===== config.mk =====
export PLATFORM = sky130hd
export DESIGN_NAME = clock_monitor_power_save_ctrl
export DESIGN_NICKNAME = d
export VERILOG_FILES = /design/src/hdl/clock_monitor_pkg.sv /design/src/hdl/clock_monitor_power_save_ctrl.sv
export VERILOG_INCLUDE_DIRS = /design/src /design/src/hdl
export SDC_FILE = /design/constraint.sdc
export NUM_CORES = 1
export LEC_CHECK = 0
export BUFFER_PORTS_ARGS = -buffer_cell sky130_fd_sc_hd__buf_2
export CAP_MARGIN = 15
export CORE_ASPECT_RATIO = 0.8
export CORE_MARGIN = 10
export CORE_UTILIZATION = 55
export CTS_BUF_LIST = sky130_fd_sc_hd__clkbuf_4 sky130_fd_sc_hd__clkbuf_8
export CTS_CLUSTER_SIZE = 25
export DETAILED_ROUTE_END_ITERATION = 16
export PLACE_DENSITY = 0.89
export SLEW_MARGIN = 0
export SYNTH_ARGS = -nofsm -noshare
export SYNTH_HDL_FRONTEND = slang
export SYNTH_SLANG_ARGS = --single-unit

===== constraint.sdc =====
create_clock -name clk_in -period 3.7 [get_ports clk_in]
set_input_delay 0.555 -clock clk_in [delete_from_list [all_inputs] [get_ports clk_in]]
set_output_delay 0.555 -clock clk_in [all_outputs]
set_load 0.01 [all_outputs]

===== src/hdl/clock_monitor_defs.svh =====
// Offsets, field positions, reset values and timing counts
`ifndef CLOCK_MONITOR_DEFS_SVH
`define CLOCK_MONITOR_DEFS_SVH
`define ADDR_OSC_CONTROL 4'h0
`define ADDR_CLOCK_DIVISOR 4'h1
`define ADDR_STATUS 4'h2
`define OSC_NEW_SEL_HI 10
`define OSC_NEW_SEL_LO 8
`define OSC_CLK_FAIL_BIT 3
`define DIV_RECOVER_BIT 15
`define DIV_RATIO_HI 14
`define DIV_RATIO_LO 12
`define DIV_DOZE_EN_BIT 11
`define DIV_RATIO_RESET 3'h0
`define OSC_SEL_FAST_RC 3'h0
`define MODE_SLEEP 1'h0
`define MODE_IDLE 1'h1
`define WAKE_CYCLES 3'h2
`endif


===== src/hdl/clock_monitor_pkg.sv =====
// Types for the clock monitor and power-save controller
package clock_monitor_pkg;
  typedef enum logic [1:0] {
    PM_RUN = 2'h0,
    PM_ENTER = 2'h1,
    PM_LOW = 2'h3,
    PM_WAKE = 2'h2
  } pm_state_t;

  typedef struct packed {
    logic sleep_clock_off;
    logic cpu_clock_run;
    logic periph_clock_run;
    logic low_power_rc_osc_run;
    logic monitor_active;
    logic wdt_clear;
    logic sys_clock_on;
  } power_ctl_t;

  typedef struct packed {
    pm_state_t pm;
    logic low_is_idle;
    logic pending_wake;
    logic [2:0] wake_count;
    logic [2:0] new_osc_select;
    logic [2:0] active_osc;
    logic pll_on_fallback;
    logic clk_fail;
    logic fail_trap;
    logic recover_on_interrupt;
    logic [2:0] doze_ratio;
    logic doze_enable;
    logic [6:0] doze_count;
    logic cpu_tick;
    logic [15:0] read_data;
    power_ctl_t ctl;
    logic fail_s1;
    logic fail_s2;
  } state_t;
endpackage


===== src/hdl/clock_monitor_power_save_ctrl.sv =====
// Clock fail-safe monitor and power-save controller
//
// Implementation choices: the strobed register port and the address map.
`timescale 1ns/1ps
`include "clock_monitor_defs.svh"

module clock_monitor_power_save_ctrl #(
  parameter int ADDR_W = 4
) (
  input wire logic clk_in,
  input wire logic rst_n_in,
  input wire logic [ADDR_W-1:0] addr_in,
  input wire logic [15:0] wdata_in,
  input wire logic wr_in,
  input wire logic rd_in,
  input wire logic config_locked_in,
  input wire logic monitor_enable_in,
  input wire logic wdt_enable_in,
  input wire logic pll_in_use_in,
  input wire logic osc_fail_in,
  input wire logic power_save_exec_in,
  input wire logic power_save_mode_in,
  input wire logic irq_in,
  input wire logic wdt_timeout_in,
  output logic [15:0] rdata_out,
  output logic [2:0] clock_select_out,
  output logic pll_fallback_out,
  output logic fail_trap_out,
  output logic cpu_clock_en_out,
  output logic periph_clock_en_out,
  output logic sys_clock_on_out,
  output logic low_power_rc_osc_run_out,
  output logic monitor_active_out,
  output logic wdt_clear_out
);

  clock_monitor_pkg::state_t s;
  clock_monitor_pkg::state_t next_s;
  logic fail_edge;
  logic [6:0] doze_limit;

  ////////////////////////////////////////////////////////////////////
  // Next state
  always_comb begin
    next_s = s;
    next_s.fail_s1 = osc_fail_in;
    next_s.fail_s2 = s.fail_s1;
    next_s.fail_trap = 1'b0;
    next_s.ctl.wdt_clear = 1'b0;
    next_s.read_data = 16'h0000;
    doze_limit = 7'(({7'h00, 1'b1} << s.doze_ratio) - 8'h01);
    fail_edge = s.fail_s2 && monitor_enable_in && !s.clk_fail
      && !s.ctl.sleep_clock_off;

    // Register writes
    if (wr_in) begin
      unique case (addr_in)
        `ADDR_OSC_CONTROL: begin
          if (!config_locked_in) begin
            next_s.new_osc_select = wdata_in[`OSC_NEW_SEL_HI:`OSC_NEW_SEL_LO];
            next_s.active_osc = wdata_in[`OSC_NEW_SEL_HI:`OSC_NEW_SEL_LO];
          end
          if (!wdata_in[`OSC_CLK_FAIL_BIT]) begin
            next_s.clk_fail = 1'b0;
          end
        end
        `ADDR_CLOCK_DIVISOR: begin
          next_s.recover_on_interrupt = wdata_in[`DIV_RECOVER_BIT];
          if (!s.doze_enable) begin
            next_s.doze_ratio = wdata_in[`DIV_RATIO_HI:`DIV_RATIO_LO];
          end
          if (!wdata_in[`DIV_DOZE_EN_BIT]) begin
            next_s.doze_enable = 1'b0;
          end else if (next_s.doze_ratio != 3'h0) begin
            next_s.doze_enable = 1'b1;
          end
        end
        default: begin
        end
      endcase
    end

    // Read mux
    if (rd_in) begin
      unique case (addr_in)
        `ADDR_OSC_CONTROL: begin
          next_s.read_data[`OSC_NEW_SEL_HI:`OSC_NEW_SEL_LO] = s.new_osc_select;
          next_s.read_data[`OSC_CLK_FAIL_BIT] = s.clk_fail;
        end
        `ADDR_CLOCK_DIVISOR: begin
          next_s.read_data[`DIV_RECOVER_BIT] = s.recover_on_interrupt;
          next_s.read_data[`DIV_RATIO_HI:`DIV_RATIO_LO] = s.doze_ratio;
          next_s.read_data[`DIV_DOZE_EN_BIT] = s.doze_enable;
        end
        `ADDR_STATUS: begin
          next_s.read_data[1:0] = s.pm;
          next_s.read_data[2] = s.low_is_idle;
          next_s.read_data[6:4] = s.active_osc;
        end
        default: begin
        end
      endcase
    end

    // Fail-safe switch, set wins over clear
    if (fail_edge) begin
      next_s.clk_fail = 1'b1;
      next_s.fail_trap = 1'b1;
      next_s.active_osc = `OSC_SEL_FAST_RC;
      next_s.pll_on_fallback = pll_in_use_in;
    end

    // Doze, interrupt recovery
    if (irq_in && s.recover_on_interrupt) begin
      next_s.doze_enable = 1'b0;
    end
    next_s.cpu_tick = 1'b1;
    if (s.doze_enable && !(irq_in && s.recover_on_interrupt)) begin
      next_s.cpu_tick = (s.doze_count == doze_limit);
      next_s.doze_count = (s.doze_count >= doze_limit) ? 7'h00 : 7'(s.doze_count + 7'h01);
    end else begin
      next_s.doze_count = 7'h00;
    end

    // Power-save sequencing
    unique case (s.pm)
      clock_monitor_pkg::PM_RUN: begin
        if (power_save_exec_in) begin
          next_s.pm = clock_monitor_pkg::PM_ENTER;
          next_s.low_is_idle = power_save_mode_in;
          next_s.pending_wake = irq_in;
          next_s.ctl.wdt_clear = wdt_enable_in;
        end
      end
      clock_monitor_pkg::PM_ENTER: begin
        next_s.pm = clock_monitor_pkg::PM_LOW;
        next_s.pending_wake = s.pending_wake || irq_in;
      end
      clock_monitor_pkg::PM_LOW: begin
        if (s.pending_wake || irq_in || wdt_timeout_in) begin
          next_s.pm = clock_monitor_pkg::PM_WAKE;
          next_s.pending_wake = 1'b0;
          next_s.wake_count = 3'h0;
        end
      end
      clock_monitor_pkg::PM_WAKE: begin
        next_s.wake_count = 3'(s.wake_count + 3'h1);
        if (s.wake_count == 3'(`WAKE_CYCLES - 3'h1)) begin
          next_s.pm = clock_monitor_pkg::PM_RUN;
        end
      end
      default: begin
      end
    endcase

    // Clock enables from next mode
    next_s.ctl.sleep_clock_off = (next_s.pm == clock_monitor_pkg::PM_LOW)
      && !next_s.low_is_idle;
    next_s.ctl.cpu_clock_run = (next_s.pm == clock_monitor_pkg::PM_RUN)
      && next_s.cpu_tick;
    next_s.ctl.periph_clock_run = !next_s.ctl.sleep_clock_off;
    next_s.ctl.sys_clock_on = !next_s.ctl.sleep_clock_off;
    next_s.ctl.monitor_active = monitor_enable_in && !next_s.ctl.sleep_clock_off;
    next_s.ctl.low_power_rc_osc_run = next_s.ctl.sleep_clock_off ? wdt_enable_in
      : (monitor_enable_in || wdt_enable_in);
  end

  ////////////////////////////////////////////////////////////////////
  // State register
  always_ff @(posedge clk_in or negedge rst_n_in) begin
    if (!rst_n_in) begin
      s <= '0;
      s.pm <= clock_monitor_pkg::PM_RUN;
      s.doze_ratio <= `DIV_RATIO_RESET;
      s.ctl.cpu_clock_run <= 1'b1;
      s.ctl.periph_clock_run <= 1'b1;
      s.ctl.sys_clock_on <= 1'b1;
      s.cpu_tick <= 1'b1;
    end else begin
      s <= next_s;
    end
  end

  ////////////////////////////////////////////////////////////////////
  // Outputs
  assign rdata_out = s.read_data;
  assign clock_select_out = s.active_osc;
  assign pll_fallback_out = s.pll_on_fallback;
  assign fail_trap_out = s.fail_trap;
  assign cpu_clock_en_out = s.ctl.cpu_clock_run;
  assign periph_clock_en_out = s.ctl.periph_clock_run;
  assign sys_clock_on_out = s.ctl.sys_clock_on;
  assign low_power_rc_osc_run_out = s.ctl.low_power_rc_osc_run;
  assign monitor_active_out = s.ctl.monitor_active;
  assign wdt_clear_out = s.ctl.wdt_clear;

  ////////////////////////////////////////////////////////////////////
  // Checks
  sleep_clock_off_a: assert property (@(posedge clk_in) disable iff (!rst_n_in)
    (s.pm == clock_monitor_pkg::PM_LOW && !s.low_is_idle) |-> !sys_clock_on_out)
    else $error("system clock on in sleep");
  idle_periph_run_a: assert property (@(posedge clk_in) disable iff (!rst_n_in)
    (s.pm == clock_monitor_pkg::PM_LOW && s.low_is_idle) |-> periph_clock_en_out
    && !cpu_clock_en_out)
    else $error("idle clocks wrong");
  sleep_monitor_off_a: assert property (@(posedge clk_in) disable iff (!rst_n_in)
    !sys_clock_on_out |-> !monitor_active_out)
    else $error("monitor active in sleep");
  wdt_clear_entry_a: assert property (@(posedge clk_in) disable iff (!rst_n_in)
    (s.pm == clock_monitor_pkg::PM_RUN && power_save_exec_in && wdt_enable_in)
    |=> wdt_clear_out)
    else $error("watchdog not cleared");
  fail_switch_a: assert property (@(posedge clk_in) disable iff (!rst_n_in)
    $rose(fail_trap_out) |-> clock_select_out == `OSC_SEL_FAST_RC && s.clk_fail)
    else $error("fallback not taken");
  wake_time_a: assert property (@(posedge clk_in) disable iff (!rst_n_in)
    (s.pm == clock_monitor_pkg::PM_LOW && irq_in) |-> ##[2:4] (s.pm == clock_monitor_pkg::PM_RUN))
    else $error("wake too slow");
  deferred_irq_a: assert property (@(posedge clk_in) disable iff (!rst_n_in)
    (s.pm == clock_monitor_pkg::PM_ENTER && (s.pending_wake || irq_in))
    |=> s.pm == clock_monitor_pkg::PM_LOW
    ##1 s.pm == clock_monitor_pkg::PM_WAKE)
    else $error("deferred wake lost");
  ratio_lock_a: assert property (@(posedge clk_in) disable iff (!rst_n_in)
    (s.doze_enable && wr_in && addr_in == `ADDR_CLOCK_DIVISOR) |=> $stable(s.doze_ratio))
    else $error("ratio changed in doze");
  doze_guard_a: assert property (@(posedge clk_in) disable iff (!rst_n_in)
    (s.doze_ratio == 3'h0 && !s.doze_enable) |=> !s.doze_enable)
    else $error("doze set at ratio zero");
  recover_a: assert property (@(posedge clk_in) disable iff (!rst_n_in)
    (irq_in && s.recover_on_interrupt) |=> !s.doze_enable)
    else $error("recover did not clear doze");
  low_power_rc_osc_idle_a: assert property (@(posedge clk_in) disable iff (!rst_n_in)
    (s.pm == clock_monitor_pkg::PM_LOW && s.low_is_idle && $stable(wdt_enable_in)
    && wdt_enable_in) |-> low_power_rc_osc_run_out)
    else $error("low_power_rc_osc off in idle");
  low_power_rc_osc_monitor_a: assert property (@(posedge clk_in) disable iff (!rst_n_in)
    (monitor_enable_in && next_s.pm != clock_monitor_pkg::PM_LOW)
    |=> low_power_rc_osc_run_out)
    else $error("low_power_rc_osc off with monitor enabled");
  trap_pulse_a: assert property (@(posedge clk_in) disable iff (!rst_n_in)
    fail_trap_out
    |=> !fail_trap_out)
    else $error("trap longer than one cycle");
  detect_trap_a: assert property (@(posedge clk_in) disable iff (!rst_n_in)
    (s.fail_s2 && monitor_enable_in && sys_clock_on_out && !s.clk_fail)
    |=> fail_trap_out && s.clk_fail)
    else $error("failure not trapped");
  pll_follow_a: assert property (@(posedge clk_in) disable iff (!rst_n_in)
    fail_trap_out
    |-> pll_fallback_out == $past(pll_in_use_in))
    else $error("fallback pll choice wrong");
  pll_hold_a: assert property (@(posedge clk_in) disable iff (!rst_n_in)
    !fail_trap_out
    |-> $stable(pll_fallback_out))
    else $error("fallback pll changed without failure");
  osc_write_a: assert property (@(posedge clk_in) disable iff (!rst_n_in)
    (wr_in && addr_in == `ADDR_OSC_CONTROL && !config_locked_in && !fail_edge)
    |=> clock_select_out == $past(wdata_in[`OSC_NEW_SEL_HI:`OSC_NEW_SEL_LO]))
    else $error("oscillator select not taken");
  osc_locked_a: assert property (@(posedge clk_in) disable iff (!rst_n_in)
    (wr_in && addr_in == `ADDR_OSC_CONTROL && config_locked_in)
    |=> $stable(s.new_osc_select))
    else $error("locked select changed");
  run_hold_a: assert property (@(posedge clk_in) disable iff (!rst_n_in)
    (s.pm == clock_monitor_pkg::PM_RUN && !power_save_exec_in)
    |=> s.pm == clock_monitor_pkg::PM_RUN)
    else $error("power save without instruction");
  mode_latch_a: assert property (@(posedge clk_in) disable iff (!rst_n_in)
    (s.pm == clock_monitor_pkg::PM_RUN && power_save_exec_in)
    |=> s.pm == clock_monitor_pkg::PM_ENTER && s.low_is_idle == $past(power_save_mode_in))
    else $error("power save mode not latched");
  sleep_cpu_off_a: assert property (@(posedge clk_in) disable iff (!rst_n_in)
    !sys_clock_on_out
    |-> !cpu_clock_en_out)
    else $error("cpu clock on in sleep");
  idle_sys_on_a: assert property (@(posedge clk_in) disable iff (!rst_n_in)
    (s.pm == clock_monitor_pkg::PM_LOW && s.low_is_idle)
    |-> sys_clock_on_out)
    else $error("system clock off in idle");
  wake_timeout_a: assert property (@(posedge clk_in) disable iff (!rst_n_in)
    (s.pm == clock_monitor_pkg::PM_LOW && wdt_timeout_in)
    |=> s.pm == clock_monitor_pkg::PM_WAKE)
    else $error("timeout did not wake");
  low_hold_a: assert property (@(posedge clk_in) disable iff (!rst_n_in)
    (s.pm == clock_monitor_pkg::PM_LOW && !s.pending_wake && !irq_in && !wdt_timeout_in)
    |=> s.pm == clock_monitor_pkg::PM_LOW)
    else $error("woke without a source");
  sleep_no_trap_a: assert property (@(posedge clk_in) disable iff (!rst_n_in)
    s.ctl.sleep_clock_off
    |=> !fail_trap_out)
    else $error("monitor trapped in sleep");
  sleep_low_power_rc_osc_a: assert property (@(posedge clk_in) disable iff (!rst_n_in)
    (wdt_enable_in && next_s.pm == clock_monitor_pkg::PM_LOW)
    |=> low_power_rc_osc_run_out)
    else $error("low_power_rc_osc off with watchdog in low power");
  wdt_clear_only_a: assert property (@(posedge clk_in) disable iff (!rst_n_in)
    wdt_clear_out
    |-> s.pm == clock_monitor_pkg::PM_ENTER)
    else $error("watchdog clear outside entry");
  sleep_periph_off_a: assert property (@(posedge clk_in) disable iff (!rst_n_in)
    !sys_clock_on_out
    |-> !periph_clock_en_out)
    else $error("peripheral clock on in sleep");
  clock_kept_a: assert property (@(posedge clk_in) disable iff (!rst_n_in)
    $changed(clock_select_out)
    |-> fail_trap_out || ($past(wr_in) && $past(addr_in) == `ADDR_OSC_CONTROL))
    else $error("clock source changed by itself");
  idle_low_power_rc_osc_mon_a: assert property (@(posedge clk_in) disable iff (!rst_n_in)
    (monitor_enable_in && next_s.pm == clock_monitor_pkg::PM_LOW && next_s.low_is_idle)
    |=> low_power_rc_osc_run_out)
    else $error("low_power_rc_osc off with monitor in idle");
  wake_count_a: assert property (@(posedge clk_in) disable iff (!rst_n_in)
    s.pm == clock_monitor_pkg::PM_WAKE
    |-> s.wake_count < `WAKE_CYCLES)
    else $error("wake counter overran");
  wake_exit_a: assert property (@(posedge clk_in) disable iff (!rst_n_in)
    s.pm == clock_monitor_pkg::PM_WAKE
    |-> ##[1:2] s.pm == clock_monitor_pkg::PM_RUN)
    else $error("wake sequence too long");
  pending_set_a: assert property (@(posedge clk_in) disable iff (!rst_n_in)
    (s.pm == clock_monitor_pkg::PM_RUN && power_save_exec_in && irq_in)
    |=> s.pending_wake)
    else $error("coincident interrupt lost");
  wake_clears_a: assert property (@(posedge clk_in) disable iff (!rst_n_in)
    s.pm == clock_monitor_pkg::PM_WAKE
    |-> !s.pending_wake)
    else $error("pending wake left set");
  doze_periph_a: assert property (@(posedge clk_in) disable iff (!rst_n_in)
    (s.doze_enable && s.pm == clock_monitor_pkg::PM_RUN)
    |-> periph_clock_en_out)
    else $error("peripheral clock slowed in doze");
  doze_count_a: assert property (@(posedge clk_in) disable iff (!rst_n_in)
    s.doze_enable
    |-> s.doze_count <= doze_limit)
    else $error("doze counter beyond limit");
  full_speed_a: assert property (@(posedge clk_in) disable iff (!rst_n_in)
    (!$past(s.doze_enable) && s.pm == clock_monitor_pkg::PM_RUN)
    |-> cpu_clock_en_out)
    else $error("cpu clock gated without doze");
  limit_max_a: assert property (@(posedge clk_in) disable iff (!rst_n_in)
    s.doze_ratio == 3'h7
    |-> doze_limit == 7'h7F)
    else $error("ratio 111 not divide by 128");
  limit_mid_a: assert property (@(posedge clk_in) disable iff (!rst_n_in)
    s.doze_ratio == 3'h3
    |-> doze_limit == 7'h07)
    else $error("ratio 011 not divide by 8");
  recover_off_a: assert property (@(posedge clk_in) disable iff (!rst_n_in)
    (irq_in && !s.recover_on_interrupt && s.doze_enable && !wr_in)
    |=> s.doze_enable)
    else $error("interrupt left doze without recover");
  ratio_nonzero_a: assert property (@(posedge clk_in) disable iff (!rst_n_in)
    s.doze_enable
    |-> s.doze_ratio != 3'h0)
    else $error("doze on with ratio zero");
  flag_read_a: assert property (@(posedge clk_in) disable iff (!rst_n_in)
    ($past(rd_in) && $past(addr_in) == `ADDR_OSC_CONTROL)
    |-> rdata_out[`OSC_CLK_FAIL_BIT] == $past(s.clk_fail))
    else $error("fail flag read wrong");
  flag_sticky_a: assert property (@(posedge clk_in) disable iff (!rst_n_in)
    (s.clk_fail && !(wr_in && addr_in == `ADDR_OSC_CONTROL))
    |=> s.clk_fail)
    else $error("fail flag dropped by itself");
endmodule


# Word level (Yosys, flattened, before mapping)
# Cells that the tools add are included.
dict set report word_totals {
  n_memories 0
  latchBits 0
  ram_bits 0
  romBits 0
  register_bits 51
  word_cells 110
  out_inout_bits 27
  inputBits 33
}
dict set report classes {
  n_mux 36
  order_cmp 1
  n_div 0
  n_eq_ne 13
  n_bitwise 1
  add_sub_neg 3
  mul 0
  reduce_logical 33
  shifts 1
}
# operator count
set op_table {}
lappend op_table {{$mux 3} 9}
lappend op_table {{$mux 7} 3}
lappend op_table {{$reduce_and 3->1} 5}
lappend op_table {{$mux 1} 14}
lappend op_table {{$reduce_bool 2->1} 5}
lappend op_table {{$logic_and 1x1->1} 8}
lappend op_table {{$mux 4} 2}
lappend op_table {{$mux 8} 1}
lappend op_table {{$pmux 2 s4} 1}
lappend op_table {{$add 7x1->7 const B} 1}
lappend op_table {{$eq 7x7->1} 1}
lappend op_table {{$ge 7x7->1} 1}
lappend op_table {{$shl 1x3->7 const A} 1}
lappend op_table {{$sub 7x1->7 const B} 1}
lappend op_table {{$eq 2x2->1 const B} 3}
lappend op_table {{$mux 6} 1}
lappend op_table {{$pmux 3 s2} 1}
lappend op_table {{$reduce_bool 3->1} 2}
lappend op_table {{$logic_not 1->1} 5}
lappend op_table {{$mux 5} 1}
lappend op_table {{$eq 4x1->1 const B} 1}
lappend op_table {{$eq 4x2->1 const B} 1}
lappend op_table {{$logic_not 2->1} 2}
lappend op_table {{$logic_not 4->1} 1}
lappend op_table {{11 further kinds} 17}

# Depth between registers and ports, before layout
# Gate-level depths: netlist (run 1).
dict set report depth {
  word_depth 9
  mapped_depth 12
  mapped_depth_nobuf 11
}

# Worst setup path before layout (run 1)
# No wires, ideal clock.
dict set report synth_timing {
  path_type {flip-flop to flip-flop}
  from {reg s[36] (netlist name)}
  to {reg s[28] (netlist name)}
  setup_ns 0.074
  n_path_buf 1
  synth_period_minus_slack_ns 2.731
  setup_slack_ns 0.969
  required_ns 3.626
  t_arrival_ns 2.658
  path_stages_with_launch 12
  cell_sequence {dfrtp_1 clkbuf_1 or3_1 ha_1 nor3_1 a21oi_1 o21a_1 ha_1 and4_1 a2111oi_0 o31ai_1 nor2_1}
}
# element line_no
set synth_lines {}
lappend synth_lines {{from (decl)} clock_monitor_power_save_ctrl.sv:37} ;# clock_monitor_pkg::state_t s;
lappend synth_lines {{from (signal assigned)} clock_monitor_power_save_ctrl.sv:180} ;# s <= next_s;

==> results.txt, run 1 <==
Outcome - finished, final reports clean
Share of cells above drive strength 1 - 28.6%
Routability cong. - 0.827
Wirelength per Cell - 15.0 um
Critical path class - reg -> reg
Primary FF master, synth - dfrtp_1
# clock sinks - 51
Placement Setup Slack - 0.717 ns
Routed vias - 1524
Final worst-path cycle share - 81.7%
Layout overhead on the synthesized area - 11.1%
Synth top area cells - dfrtp_1 (52%), buf_4 (6.3%), ha_1 (5.8%)
VDD IR max - 0.216 mV
CTS clock-pin slew for the worst setup and hold paths - 0.09 ns
Post-synth ARST share - 100%
Die Y - 78.8 um
# IOs - 60
Cell taking the most area after synthesis - dfrtp_1
Yosys top cell area share - 51.6%
Remaining DRCs - 0
Initial antenna violation count - 0
Fin crit period - 3.02 ns
Leak - 0.00137 uW
Final #Nets - 288
Clock skew - 0.0121 ns
Worst-Margin Slew - 0.804 ns
Antenna Cells - 0
Initial Util - 56.8%
Register area share after synthesis - 53.8%
Max-slew headroom - 45.6%
Library cells used by synthesis - 46
Critical path endpoint category - flop
Chip width - 93.5 um
Worst-Skew Late Latency - 0.30 ns
Dpl hpwl - 3660 um
Post-cts resize count - 0
Vias in the first global route - 1540
First-pass GRT wire length - 7330 um
Reg2reg start - s[36]
Fin. Hold Viols - 0
Post-Syn Nets - 253
GR Overflow Total - 0
Num CTS Buffers - 5
Initial DRC Count - 106
Post-synthesis average cell area - 11.4 um2
Peak Freq - 0.331 GHz
Slew Limit Fails - 0
CP max stage cell - dfrtp_1
Setup bufs post-CTS - 0
Worst Path Max Fanout - 10
CP required - 3.93 ns
Count leader, synth - dfrtp_1
Synthesized area - 0.00237 mm2
Total track usage - 12.4%
Die area - 0.00736 mm2
Drt total wl - 4540 um
Largest net degree at the start of global routing - 33
Critical path arrival - 3.25 ns
Post-route antenna net violation count - 0
CTS tree - done
Post-synth top cells - dfrtp_1 (49), buf_4 (20), and2_1 (16)
Clock root buffer - clkbuf_8
WP buf/inv - 1
Max clock buf depth - 2
Worst Setup Slack, final - 0.677 ns
Launch point of the worst path - s[36]
CP Cell Sequence - or3_1 -> ha_1 -> nor3_1 -> a21oi_1 -> o21a_1 -> ha_1 -> and4_1 -> a2111oi_0 -> o31ai_1 -> buf_4 -> nor2_1
Post-synthesis register bit count - 51
Mapped Cells - 209
PD cells - 536 mW/mm2
Final Instance Area - 0.00264 mm2
RSZ-0062 raised after global routing - no
Startpoint types - flop
Port bufs - 51
CP peak stage delay - 0.48 ns
H-tree levels - 2
Core ar. - 0.00418 mm2
Post-synth EDFFs - 0
Drt via density - 5.05
FP Rows - 21
Cts hold-fix bufs - 0
Worst Hold Class - in -> async
Setup TNS - 0 ns
First-pass DRT Iterations - 4
Max Cap Viol - 0
Ys Warns - 0
Most frequent CP cell - ha_1
Final Setup Violations - 0
Delay-heaviest family, CP - simple AND/OR/NAND/NOR gates
Placement Cell Area - 0.00254 mm2
-- layer usage --
metal,part of all wire [%],up-vias,track usage (%),wire length (um)
li1,-,758,-,-
met1,40,718,14.1,1840
met2,49,44,20.7,2250
met3,9.0,4,5.17,411
met4,0.97,0,4.00,44
met5,0,-,0,0
-- worst register-to-register path, stage by stage (launching register included) --
cell	delay, ns
dfrtp_1	0.48
or3_1	0.44
ha_1	0.27
nor3_1	0.22
a21oi_1	0.07
o21a_1	0.18
ha_1	0.29
and4_1	0.18
a2111oi_0	0.40
o31ai_1	0.14
buf_4	0.18
nor2_1	0.10
-- logic make-up after synthesis --
family                     count (synthesis)  share of synthesized area (%)
xor gates and xnor gates                   6                           2.21
muxes                                     13                           6.43
adders and majority gates                 11                           5.80
buffers and inverters                     33                           8.69
DFF                                       51                           53.8
other                                      1                          0.158
AOI/OAI and AO/OA                         23                           6.59
and+or+nand+nor                           71                           16.3
-- layout by cell type, fill, tap and decap left out, drive strengths merged, types with 4 or more instances in the layout --
cell type  Yosys  routed
dfrtp         49      49
inv            8       8
nor2          15      15
nand3          7       7
nor3           4       4
nand2          9       9
buf           21      53
and2          16      16
mux2i          4       4
o21ai          6       6
clkbuf         4       6
ha            11      11
mux2           9       9
-- path summary, 6_finish.rpt --
check,slack (ns),depth (start not counted),end
min in group clk_in,0.36,0,s[0]
min,0.29,1,s[50]
max reg2reg,0.68,11,s[28]
min reg2reg,0.36,0,s[0]
max in group asynchronous,2.71,2,rdata_out[3]
max,0.68,11,s[28]
-- final cells by class --
type / count / area, um2
fill: 331 / 1540
sequential: 51 / 1280
multi-input combinational: 125 / 890
timing repair buffer: 53 / 270
clock buffer: 6 / 82.6
tap: 57 / 71.3
inverter: 8 / 30.0
clock inverter: 2 / 16.3
-- through the flow --
stage	instances	hold slack (ns)	total power (uW)	utilization [%]
after floorplan	209	0.259	985	-
after global placement	294	0.335	1070	60.8
after detailed placement	294	0.347	1100	60.8
after CTS	302	0.305	1420	63.2
after global routing	302	0.351	1510	63.2
final	302	0.287	1410	63.2
-- registers in the layout, summed over array words and instances, names as in the netlist --
signal,cells
s,25
wdt_clear_out,1
clock_select_out,3
pll_fallback_out,1
low_power_rc_osc_run_out,1
fail_trap_out,1
next_s,1
rdata_out,15
sys_clock_on_out,1
cpu_clock_en_out,1
monitor_active_out,1
-- where the power goes --
group          internal, uW  switching (uW)
Clock                   153             175
Combinational           162             189
Sequential              655            81.3
Total                   970             444
Power figures use the tool's default switching activity.
==> inputs of run 2 (changes only) <==
Clock period 3.7 ns to 3.17 ns, I/O delays scaled along.
==> run 2 against run 1 <==
Net effect:
- flip-flop and latch count unchanged
- sequential power up 15%
- clock skew down 0.0021 ns
- clock power up 37%
- non-clock buffer count up 4
- global-route usage up 0.15 points
- register-to-register slack worse by 0.39 ns
- critical path type unchanged
- critical endpoint is now s[30]
- highest routed layer unchanged
==> results.txt, run 2 (synthesis results as in run 1) <==
Worst Hold Class - in -> async
Initial DRC Count - 102 (-3.8%)
Clock skew - 0.0100 ns (-0.00209 ns)
Clock root buffer - clkbuf_8
Share of cells above drive strength 1 - 29.7% (+1.1 points)
Reg2reg start - s[36]
First-pass DRT Iterations - 4 (unchanged)
Met3 Use GR - 5.45% (+0.28 points)
Chip width - 93.5 um (unchanged)
# clock sinks - 51 (unchanged)
Cts hold-fix bufs - 0 (unchanged)
Flop-to-flop setup slack - 0.29 ns (-0.39 ns)
Largest register FFs - 25 (unchanged)
CP max stage cell - or3_1
Worst-Margin Slew - 0.683 ns (-0.122 ns)
Dpl hpwl - 3610 um (-1.3%)
Fin crit period - 2.88 ns (-0.143 ns)
CTS tree - done
Drt total wl - 4420 um (-2.8%)
Remaining DRCs - 0 (unchanged)
H-tree levels - 2 (unchanged)
Vias in the first global route - 1569 (+1.9%)
Slew Limit Fails - 0 (unchanged)
Max-slew headroom - 54.5% (+8.8 points)
Setup TNS - 0 ns (unchanged)
Critical path class - reg -> reg
CTS clock-pin slew for the worst setup and hold paths - 0.09 ns (about the same)
Port bufs - 51 (unchanged)
Post-route antenna net violation count - 0 (unchanged)
Reg2reg end - s[30]
Initial antenna violation count - 0 (unchanged)
GR Util met1 - 15.0% (+0.84 points)
Routability cong. - 0.827 (about the same)
Max Cap Viol - 0 (unchanged)
Worst Path Max Fanout - 7 (-3)
Num CTS Buffers - 5 (unchanged)
Final Setup Violations - 0 (unchanged)
Core ar. - 0.00418 mm2 (unchanged)
Peak Freq - 0.347 GHz (+5.0%)
Largest net degree at the start of global routing - 33 (unchanged)
Worst-Skew Late Latency - 0.30 ns (about the same)
Critical path arrival - 3.11 ns (-0.14 ns)
Final Instance Area - 0.00269 mm2 (+1.8%)
FP Rows - 21 (unchanged)
Final #Nets - 292 (+1.4%)
Gr busiest metal - met2
Antenna Cells - 0 (unchanged)
# IOs - 60 (unchanged)
Post-cts resize count - 0 (unchanged)
Most flops, register - s
Most frequent CP cell - ha_1
Layout overhead on the synthesized area - 13.1%
Startpoint types - flop
CP peak stage delay - 0.42 ns (-0.06 ns)
VDD IR max - 0.332 mV (+54%)
Initial Util - 56.8% (unchanged)
Drt via density - 5.11 (+1.2%)
Die Y - 78.8 um (unchanged)
Outcome - finished, final reports clean
Overall power - 1730 uW (+22%)
RSZ-0062 raised after global routing - no
Post-layout util - 64.3% (+1.1 points)
Setup bufs post-CTS - 0 (unchanged)
CP Cell Sequence - or3_1 -> ha_1 -> nor3_1 -> a21oi_1 -> o21a_1 -> ha_1 -> and4_1 -> a2111oi_0 -> o31ai_1 -> buf_4 -> nor2_1
Critical path endpoint category - flop
WHS - 0.213 ns (-0.0738 ns)
PD cells - 644 mW/mm2 (+20%)
Placement Cell Area - 0.00257 mm2 (+1.2%)
Delay-heaviest family, CP - simple AND/OR/NAND/NOR gates
GR Overflow Total - 0 (unchanged)
Fin. Hold Viols - 0 (unchanged)
First-pass GRT wire length - 7550 um (+3.0%)
R2R cell count - 11 (unchanged)
Total track usage - 12.6% (+0.15 points)
Final worst-path cycle share - 90.8% (+9.1 points)
Routed vias - 1563 (+2.6%)
Most common cell after layout, fill and taps aside - buf_2
Leak - 0.00141 uW (+2.3%)
Wirelength per Cell - 14.4 um (-4.1%)
WP buf/inv - 1 (unchanged)
Die area - 0.00736 mm2 (unchanged)
CP required - 3.40 ns (-0.53 ns)
Max clock buf depth - 2 (unchanged)
Routing usage on met2 - 20.3% (-0.35 points)
Commonest cells after routing, fill and taps aside - buf_2 (51), dfrtp_1 (49), and2_1 (16)
-- run 2: cell types whose count changed in the layout (fill, tap and decap cells not counted), sizes merged --
cell      change
buf           +4
clkbuf        -1
inv           +1
bufinv        +1
clkinvlp      -1
-- run 2: per-layer routing --
layer,share of wire (%),vias up
met4,0.52,0
met2,49,40
met3,9.8,2
met5,0,-
li1,-,767
met1,40,754
-- run 2: layout make-up --
type	instances	area (um2)
Clock inverter	3	47.5
Multi-Input combinational cell	125	890
Sequential cell	51	1280
Inverter	8	30.0
Timing Repair Buffer	57	300
Clock buffer	5	68.8
Fill cell	314	1490
Tap cell	57	71.3
-- run 2: where the power goes --
group / total, uW / internal (uW) / switching [uW]
logic: 439 / 202 / 238
registers: 843 / 764 / 79.0
clock network: 449 / 239 / 209
-- run 2: how the worst max path moves through the flow --
| stage | startpoint | to | slack, ns | cells past startpoint |
|---|---|---|---|---|
| 2_1_floorplan | s[36] | s[28] | 0.44 | 11 |
| 4_1_cts | s[36] | s[30] | 0.29 | 11 |
| 3_3_place_gp | s[36] | s[32] | 0.43 | 11 |
| 6_report | s[36] | s[30] | 0.29 | 11 |
| 5_1_grt | s[35] | s[26] | 0.12 | 11 |
| 3_5_place_dp | s[36] | s[30] | 0.35 | 11 |
-- run 2: worst register-to-register path: cells and delay by family (launching register included) --
family / cells / cell delay (ns)
AOI/OAI and AO/OA: 4 / 0.79
buffers and inverters: 1 / 0.19
DFF: 1 / 0.38
adders and majority gates: 2 / 0.56
and+or+nand+nor: 4 / 0.91
-- run 2: stage by stage --
| step | instances | setup slack [ns] |
|---|---|---|
| after floorplan | 209 | 0.439 |
| after global placement | 298 | 0.428 |
| after detailed placement | 298 | 0.350 |
| after CTS | 306 | 0.294 |
| after global routing | 306 | 0.117 |
| final | 306 | 0.291 |
